===== config.mk =====
export PLATFORM = sky130hd
export DESIGN_NAME = ces_core
export DESIGN_NICKNAME = d
export VERILOG_FILES = /design/src/inc/ces_pkg.sv /design/src/hw/ces_core.sv
export SDC_FILE = /design/constraint.sdc
export NUM_CORES = 1
export LEC_CHECK = 0
export BUFFER_PORTS_ARGS = -buffer_cell sky130_fd_sc_hd__buf_2
export CELL_PAD_IN_SITES_DETAIL_PLACEMENT = 1
export CELL_PAD_IN_SITES_GLOBAL_PLACEMENT = 2
export CORE_MARGIN = 2
export CORE_UTILIZATION = 32
export CTS_BUF_LIST = sky130_fd_sc_hd__clkbuf_2
export CTS_CLUSTER_SIZE = 8
export DETAILED_ROUTE_END_ITERATION = 10
export PLACE_DENSITY = 0.85
export SYNTH_ARGS = -nofsm -noshare
export SYNTH_HDL_FRONTEND = slang
export SYNTH_SLANG_ARGS = --single-unit

===== constraint.sdc =====
create_clock -name CLK_I -period 2.5 [get_ports CLK_I]
set_input_delay 0 -clock CLK_I [delete_from_list [all_inputs] [get_ports CLK_I]]
set_output_delay 0 -clock CLK_I [all_outputs]
set_load 0.005 [all_outputs]

===== src/inc/ces_pkg.sv =====
// package for the can error status and receive buffer count block
package ces_pkg;
  // sfr addresses
  localparam logic [15:0] ADDR_ERR_STATUS = 16'hffb4;
  localparam logic [15:0] ADDR_TX_ERR_CNT = 16'hffb5;
  localparam logic [15:0] ADDR_RX_ERR_CNT = 16'hffb6;
  localparam logic [15:0] ADDR_BUF_COUNT = 16'hffb7;
  // reset values
  localparam logic [7:0] RST_ERR_STATUS = 8'h00;
  localparam logic [7:0] RST_ERR_CNT = 8'h00;
  localparam logic [7:0] RST_BUF_COUNT = 8'hc0;
  // error status field positions
  localparam int BIT_OVER = 0;
  localparam int BIT_WAKE = 1;
  localparam int BIT_VALID = 2;
  localparam int BIT_INIT_STATE = 3;
  localparam int BIT_TECS = 5;
  localparam int BIT_RECS = 6;
  localparam int BIT_BOFF = 7;
  // buffer count register field positions
  localparam int BIT_BASE_HI = 7;
  localparam int BIT_BASE_LO = 6;
  localparam int BIT_PM_RESET = 5;
  localparam int BIT_CNT_TOP = 4;
  // field values
  localparam logic [1:0] BASE_AREA_ONLY = 2'h3;
  localparam logic [4:0] BUF_COUNT_MAX = 5'h10;
  localparam logic [4:0] BUF_COUNT_ZERO = 5'h00;
  // error counter thresholds and steps
  localparam logic [7:0] ERR_WARN_LEVEL = 8'h60;
  localparam logic [7:0] ERR_STEP_BIG = 8'h08;
  localparam logic [7:0] ERR_STEP_ONE = 8'h01;
  localparam logic [7:0] ERR_SAT = 8'hff;
  localparam logic [7:0] REC_PASSIVE_TOP = 8'h7f;

  // sfr access from the cpu side
  typedef struct packed {
    logic [15:0] addr;
    logic wr;
    logic rd;
    logic [7:0] wdata;
  } ces_sfr_req_t;

  // events from the protocol machine and mode controller
  typedef struct packed {
    logic valid_frame;
    logic bus_activity;
    logic sleep_state;
    logic sleep_req;
    logic rx_tx_busy;
    logic init_req;
    logic init_state;
    logic bus_off;
    logic tx_fetch_miss;
    logic rx_store_miss;
    logic id_fetch_miss;
    logic tx_err;
    logic tx_ok;
    logic rx_err;
    logic rx_err_primary;
    logic rx_ok;
  } ces_evt_t;

  // whole state of the block
  typedef struct packed {
    logic valid;
    logic wake;
    logic over;
    logic [7:0] tx_error_count;
    logic [7:0] rx_error_count;
    logic [1:0] base_sel;
    logic [4:0] buf_count;
    logic [7:0] rdata;
    logic err_int;
    logic tx_keep_req;
    logic rx_flags_block;
    logic rx_discard;
    logic pm_reset;
  } ces_state_t;
endpackage : ces_pkg


===== src/hw/ces_core.sv =====
// error status, error counters and receive buffer count of the can controller
`timescale 1ns/1ns
module ces_core
  import ces_pkg::*;
(
  // clock and reset
  input wire logic CLK_I,
  input wire logic SYS_RST_I,
  // cpu sfr access
  input wire ces_sfr_req_t SFR_REQ_I,
  output logic [7:0] SFR_RDATA_O,
  // events from the protocol machine
  input wire ces_evt_t EVT_I,
  // error interrupt and reactions to the protocol machine
  output logic ERR_INT_O,
  output logic TX_KEEP_REQ_O,
  output logic RX_FLAGS_BLOCK_O,
  output logic RX_DISCARD_O,
  output logic PM_RESET_O,
  // receive buffer configuration
  output logic [1:0] BASE_SEL_O,
  output logic [4:0] BUF_COUNT_O
);

  // whole block state in one struct; next_st is its combinational copy
  ces_state_t st;
  ces_state_t next_st;

  // legal buffer count for a written field; zero keeps the old count
  // a refused zero never clears a set count; after reset the count stays zero until a legal write
  function automatic logic [4:0] fix_count(input logic [4:0] wr, input logic [4:0] old);
    logic [4:0] res;
    res = wr;
    if (wr[BIT_CNT_TOP])
    begin
      res = BUF_COUNT_MAX;
    end
    else if (wr == BUF_COUNT_ZERO)
    begin
      res = old;
    end
    return res;
  endfunction : fix_count

  // saturating counter step
  // an increment beats a decrement arriving in the same cycle
  function automatic logic [7:0] cnt_step(input logic [7:0] cnt, input logic up,
                                          input logic [7:0] amt, input logic down);
    logic [8:0] sum;
    logic [7:0] res;
    sum = {1'b0, cnt} + {1'b0, amt};
    res = cnt;
    if (up)
    begin
      res = sum[8] ? ERR_SAT : sum[7:0];
    end
    else if (down && (cnt != RST_ERR_CNT))
    begin
      res = cnt - ERR_STEP_ONE;
    end
    return res;
  endfunction : cnt_step

  logic wr_status;
  logic wr_bufcnt;
  logic [7:0] status_view;

  // address decode of the writes
  // a read beside a write in one cycle still returns the old value
  assign wr_status = SFR_REQ_I.wr && (SFR_REQ_I.addr == ADDR_ERR_STATUS);
  assign wr_bufcnt = SFR_REQ_I.wr && (SFR_REQ_I.addr == ADDR_BUF_COUNT);

  // live status byte; bit 4 reads zero
  // bus-off and init state are live inputs and are not stored here
  always_comb
  begin
    status_view = RST_ERR_STATUS;
    status_view[BIT_BOFF] = EVT_I.bus_off;
    status_view[BIT_RECS] = (st.rx_error_count >= ERR_WARN_LEVEL);
    status_view[BIT_TECS] = (st.tx_error_count >= ERR_WARN_LEVEL);
    status_view[BIT_INIT_STATE] = EVT_I.init_state;
    status_view[BIT_VALID] = st.valid;
    status_view[BIT_WAKE] = st.wake;
    status_view[BIT_OVER] = st.over;
  end

  // next state of the whole block
  always_comb
  begin
    logic set_wake;
    logic set_over;
    logic set_valid;
    logic hold_clr;
    logic [7:0] wd;
    set_wake = (EVT_I.sleep_state && EVT_I.bus_activity)
            || (EVT_I.sleep_req && EVT_I.rx_tx_busy);
    set_over = EVT_I.tx_fetch_miss || EVT_I.rx_store_miss || EVT_I.id_fetch_miss;
    set_valid = EVT_I.valid_frame;
    hold_clr = EVT_I.init_req;
    wd = SFR_REQ_I.wdata;
    next_st = st;
    // sticky flags: write one clears, zero ignored, set beats clear
    // clears go first so that a set in the same cycle overrides them
    if ((wr_status && wd[BIT_VALID]) || hold_clr)
    begin
      next_st.valid = 1'b0;
    end
    if ((wr_status && wd[BIT_WAKE]) || hold_clr)
    begin
      next_st.wake = 1'b0;
    end
    if ((wr_status && wd[BIT_OVER]) || hold_clr)
    begin
      next_st.over = 1'b0;
    end
    if (set_valid)
    begin
      next_st.valid = 1'b1;
    end
    if (set_wake)
    begin
      next_st.wake = 1'b1;
    end
    if (set_over)
    begin
      next_st.over = 1'b1;
    end
    // interrupt held while resume or overrun flag stands
    next_st.err_int = next_st.wake || next_st.over;
    // reactions to ram access misses, one-cycle pulses
    // the protocol machine acts on them; only the overrun flag is remembered here
    next_st.tx_keep_req = EVT_I.tx_fetch_miss;
    next_st.rx_flags_block = EVT_I.rx_store_miss;
    next_st.rx_discard = EVT_I.id_fetch_miss;
    // error counters, step sizes of the can fault confinement
    next_st.tx_error_count = cnt_step(st.tx_error_count, EVT_I.tx_err, ERR_STEP_BIG, EVT_I.tx_ok);
    next_st.rx_error_count = cnt_step(st.rx_error_count, EVT_I.rx_err || EVT_I.rx_err_primary,
                           EVT_I.rx_err_primary ? ERR_STEP_BIG : ERR_STEP_ONE,
                           EVT_I.rx_ok);
    // a good frame while error passive drops the count back into range
    if (EVT_I.rx_ok && (st.rx_error_count > REC_PASSIVE_TOP))
    begin
      next_st.rx_error_count = REC_PASSIVE_TOP;
    end
    // protocol reset only honoured while bus-off
    // a stray write outside bus-off must not disturb live traffic
    next_st.pm_reset = wr_bufcnt && wd[BIT_PM_RESET] && EVT_I.bus_off;
    if (next_st.pm_reset)
    begin
      next_st.tx_error_count = RST_ERR_CNT;
      next_st.rx_error_count = RST_ERR_CNT;
    end
    // configuration writes land only in init mode
    // outside init the write is dropped silently, with no error to the cpu
    if (wr_bufcnt && EVT_I.init_state)
    begin
      next_st.base_sel = BASE_AREA_ONLY;
      next_st.buf_count = fix_count(wd[BIT_CNT_TOP:0], st.buf_count);
    end
    // registered read data; unmapped addresses read zero
    next_st.rdata = RST_ERR_CNT;
    if (SFR_REQ_I.rd)
    begin
      unique case (SFR_REQ_I.addr)
        ADDR_ERR_STATUS: next_st.rdata = status_view;
        ADDR_TX_ERR_CNT: next_st.rdata = st.tx_error_count;
        ADDR_RX_ERR_CNT: next_st.rdata = st.rx_error_count;
        ADDR_BUF_COUNT: next_st.rdata = {st.base_sel, 1'b0, st.buf_count};
        default: next_st.rdata = RST_ERR_CNT;
      endcase
    end
  end

  // state register; count field resets to zero at base area 11
  // software must write a legal count in init mode before receiving
  always_ff @(posedge CLK_I or posedge SYS_RST_I)
  begin
    if (SYS_RST_I)
    begin
      st <= '0;
      st.base_sel <= RST_BUF_COUNT[BIT_BASE_HI:BIT_BASE_LO];
      st.buf_count <= RST_BUF_COUNT[BIT_CNT_TOP:0];
      st.tx_error_count <= RST_ERR_CNT;
      st.rx_error_count <= RST_ERR_CNT;
    end
    else
    begin
      st <= next_st;
    end
  end

  // outputs come straight from the state flops
  // no logic after the flops, so the pins never glitch
  assign SFR_RDATA_O = st.rdata;
  assign ERR_INT_O = st.err_int;
  assign TX_KEEP_REQ_O = st.tx_keep_req;
  assign RX_FLAGS_BLOCK_O = st.rx_flags_block;
  assign RX_DISCARD_O = st.rx_discard;
  assign PM_RESET_O = st.pm_reset;
  assign BASE_SEL_O = st.base_sel;
  assign BUF_COUNT_O = st.buf_count;

endmodule : ces_core


==> flow_metrics.py <==
metrics = {
    "critical_path": {
        "worst-endpoint-arrival_ns": 2.70,
        "critical_path.most_common_cell": "dlygate4sd3_1",
        "path_max_fanout": 10,
        "crit_path_max_incr_delay_ns": 0.56,
        "cp_slowest_cell": "dlygate4sd3_1",
        "path_delay_family": "simple AND/OR/NAND/NOR gates",
        "critical_path_class": "in2reg",
        "cp_num_buf_inv": 3,
        "required_ns": 2.84,
        "worstPathCellList": "dlygate4sd3_1 -> buf_2 -> or4b_4 -> nor4_4 -> nand3_1 -> nand2_1 -> o21ai_1 -> dlygate4sd3_1",
        "worstSetupEndpointType": "flip-flop",
        "start_kind": "primary input",
    },
    "placed_design": {
        "place_area_um2": 2756,
        "dpl.cell_count": 417,
        "hpwlAfterDp_mm": 5.265,
        "gp_congestion": 0.8317,
        "io_buffers": 59,
    },
    "grt": {
        "grtUsageTotal": 0.1774,
        "grt_first_pass_wirelength_mm": 12.01,
        "antenna_found_initial": 0,
        "grt-ovfl-total": 0,
        "grt_max_degree": 21,
        "grt_pass1_vias": 2436,
    },
    "detailed_routing": {
        "via_count": 2371,
        "drt_pre_antenna_iters": 4,
        "wl_per_cell_um": 16.31,
        "drtAntennaViolNets": 0,
        "routed_via_density": 5.304,
        "drcViolationCount": 0,
        "wl_mm": 7.289,
        "drt-initial-drc-count": 118,
    },
    "finish": {
        "fin_nets": 397,
        "final_cells": 447,
        "fin_area_um2": 3070,
        "syn_to_final_growth_pct": 23.75,
        "multiInputGateArea_um2": 1336,
        "layout-drive-gt1-share": 0.2319,
        "n_antenna_cell": 0,
        "nFillCells": 938,
        "seq_area_um2": 925.9,
    },
    "clocking": {
        "clk_latency_ns": 0.43,
        "htree_levels": 2,
        "clk_pin_slew_worst_paths_ns": 0.22,
        "clkSinkCount": 37,
        "cts_buffers": 5,
        "cts_root_buf": "clkbuf_2",
        "cts_buffer_depth": 2,
        "cts_resized": 0,
        "post_cts_buffers": 0,
        "cts_tree": "done",
        "hold_buffers": 22,
    },
    "sta": {
        "slew_violations": 0,
        "period_minus_slack_ns": 2.354,
        "hold-worst-slack_ns": -0.008122,
        "maxSlewHeadroom": 0.5337,
        "hold_viol_final": 1,
        "tightest_slew_ns": 0.6987,
        "clock_skew_ns": 0.03513,
        "rsz0062_at_grt": "false",
        "clock.fmax_ghz": 0.4249,
        "setup_viol": 0,
        "period_share": 0.9414,
        "final.setup.tns_ns": 0,
    },
    "yosys": {
        "ys_types": 53,
        "synth_area_um2": 2481,
        "yosysMostFrequentCell": "dfrtp_1",
        "synth_ff_type": "dfrtp_1",
        "yosysTopAreaCell": "dfrtp_1",
        "ys_async_sr_fraction": 1.000,
        "ys_ff_latch": 37,
        "synth_commonest_cells": "dfrtp_1 (37), nor2_1 (28), nand2_1 (18), buf_4 (16), nor3_1 (14)",
        "synth_top_cell_area_share": 0.3732,
        "synth_cells": 280,
        "synth.area.top_cells": "dfrtp_1 (37%), buf_4 (4.8%), ha_1 (4.5%)",
        "yosysWarningCount": 0,
        "ys_seq_area_frac": 0.3732,
        "syn-mean-instance-area_um2": 8.861,
        "synth_edf_count": 0,
    },
    "power_and_ir_drop": {
        "ir_worst_vdd_uv": 205.0,
        "p_comb_frac": 0.353,
        "swShare": 0.3971,
        "internal_power_w": 0.001400,
        "p_sw_w": 0.0009220,
        "powerDensity_nw_per_um2": 756.3,
        "p_leak_nw": 1.409,
        "p_total_w": 0.002322,
        "p_clk_frac": 0.217,
        "pwr-share-seq": 0.430,
    },
    "floorplan": {
        "core-area_um2": 7607,
        "die-area_um2": 8474,
        "fp.dieW_um": 92.06,
        "num_io_pins": 64,
        "initial_core_util": 0.3262,
        "die_height_um": 92.06,
        "num_rows": 32,
    },
    "outcome": {
        "status": "complete, but fails checks",
        "violations": "hold timing",
    },
    "hold_path": {
        "hold_path_class": "in2reg",
    },
    "job": {
        "maxCapViolCount": 0,
    },
}
## power groups by stage
stage | clock network (W) | registers (W) | logic (W)
after floorplan | 0 | 0.000826 | 0.000738
after global placement | 0 | 0.00100 | 0.000768
after detailed placement | 0 | 0.00101 | 0.000790
after CTS | 0.000507 | 0.000994 | 0.000826
after global routing | 0.000528 | 0.00104 | 0.000935
final | 0.000503 | 0.000998 | 0.000821
## metal layers
layer | share of wire | up-vias | GRT usage | wire length (µm)
li1 | - | 1128 | - | -
met1 | 0.43 | 1183 | 0.2289 | 3149
met2 | 0.52 | 47 | 0.3058 | 3799
met3 | 0.027 | 13 | 0.01890 | 194
met4 | 0.020 | 0 | 0.06716 | 144
met5 | 0 | - | 0 | 0
## layout make-up
class / instances / area share
multi-input cells: 203 / 0.4352
flip-flops and latches: 37 / 0.3015
repair buffers: 84 / 0.1752
well taps: 102 / 0.04156
clock inverters: 3 / 0.02241
inverters: 13 / 0.01589
clock buffers: 5 / 0.008150
## sequential cells by signal (all words and copies together), names as in the netlist
register          count
BUF_COUNT_O           5
ERR_INT_O             1
PM_RESET_O            1
RX_DISCARD_O          1
RX_FLAGS_BLOCK_O      1
SFR_RDATA_O           8
TX_KEEP_REQ_O         1
st                   19
## cells by family (layout without fill, tap and decap cells)
logic type / after synthesis / after routing / share of synthesized area
compound gates: 57 / 57 / 0.1594
xor+xnor: 4 / 4 / 0.01412
fa+ha+maj: 9 / 9 / 0.04539
buf+inv: 41 / 105 / 0.08977
flops: 37 / 37 / 0.3732
mux: 14 / 14 / 0.06555
other cells: 1 / 2 / 0.001511
simple gates: 117 / 117 / 0.2511
## placed cells by master (no fill, tap or decap), types with 3 or more instances in the layout
cell	n
nor4_1	5
nor2_1	28
dlygate4sd3_1	22
and2_1	4
a21oi_1	11
a311oi_1	3
nor2b_1	6
nand2b_1	4
mux2_1	5
or3_1	3
nand4_1	6
a222oi_1	4
buf_2	59
inv_1	13
nand3_1	12
a31oi_1	4
a211oi_1	6
a21o_1	4
clkbuf_2	5
nor3_1	14
xnor2_1	3
buf_4	3
mux2_2	3
ha_1	9
dfrtp_1	37
nand2_1	18
a22oi_1	3
o21ai_1	4
mux2i_1	5
o21ai_0	7
## worst register-to-register path: stages (launching register included)
cell,delay (ns)
dfrtp_1,0.48
ha_1,0.24
ha_1,0.20
a31oi_1,0.35
or3_1,0.27
nand2b_1,0.08
a311oi_1,0.26
nor3_1,0.09
## worst paths after layout
path / startpoint / to / slack (ns) / cells after the start
max reg2reg: st[20] / st[25] / 0.43 / 7
max in group asynchronous: SYS_RST_I / st[33] / 1.55 / 4
min: EVT_I[3] / st[31] / -0.008 / 4
max: SFR_REQ_I[11] / st[37] / 0.15 / 8
min in group asynchronous: SYS_RST_I / BUF_COUNT_O[0] / 0.17 / 3
min reg2reg: BUF_COUNT_O[2] / BUF_COUNT_O[2] / 0.57 / 1
## metrics by stage
stage / setup WS (ns) / utilization
2_1_floorplan: 0.7155 / -
6_report: 0.1464 / 0.4036
5_1_grt: 0.02239 / 0.4036
3_3_place_gp: 0.4822 / 0.3623
3_5_place_dp: 0.4493 / 0.3623
4_1_cts: 0.1969 / 0.4036
No activity file was read; power rests on OpenSTA's default activity.
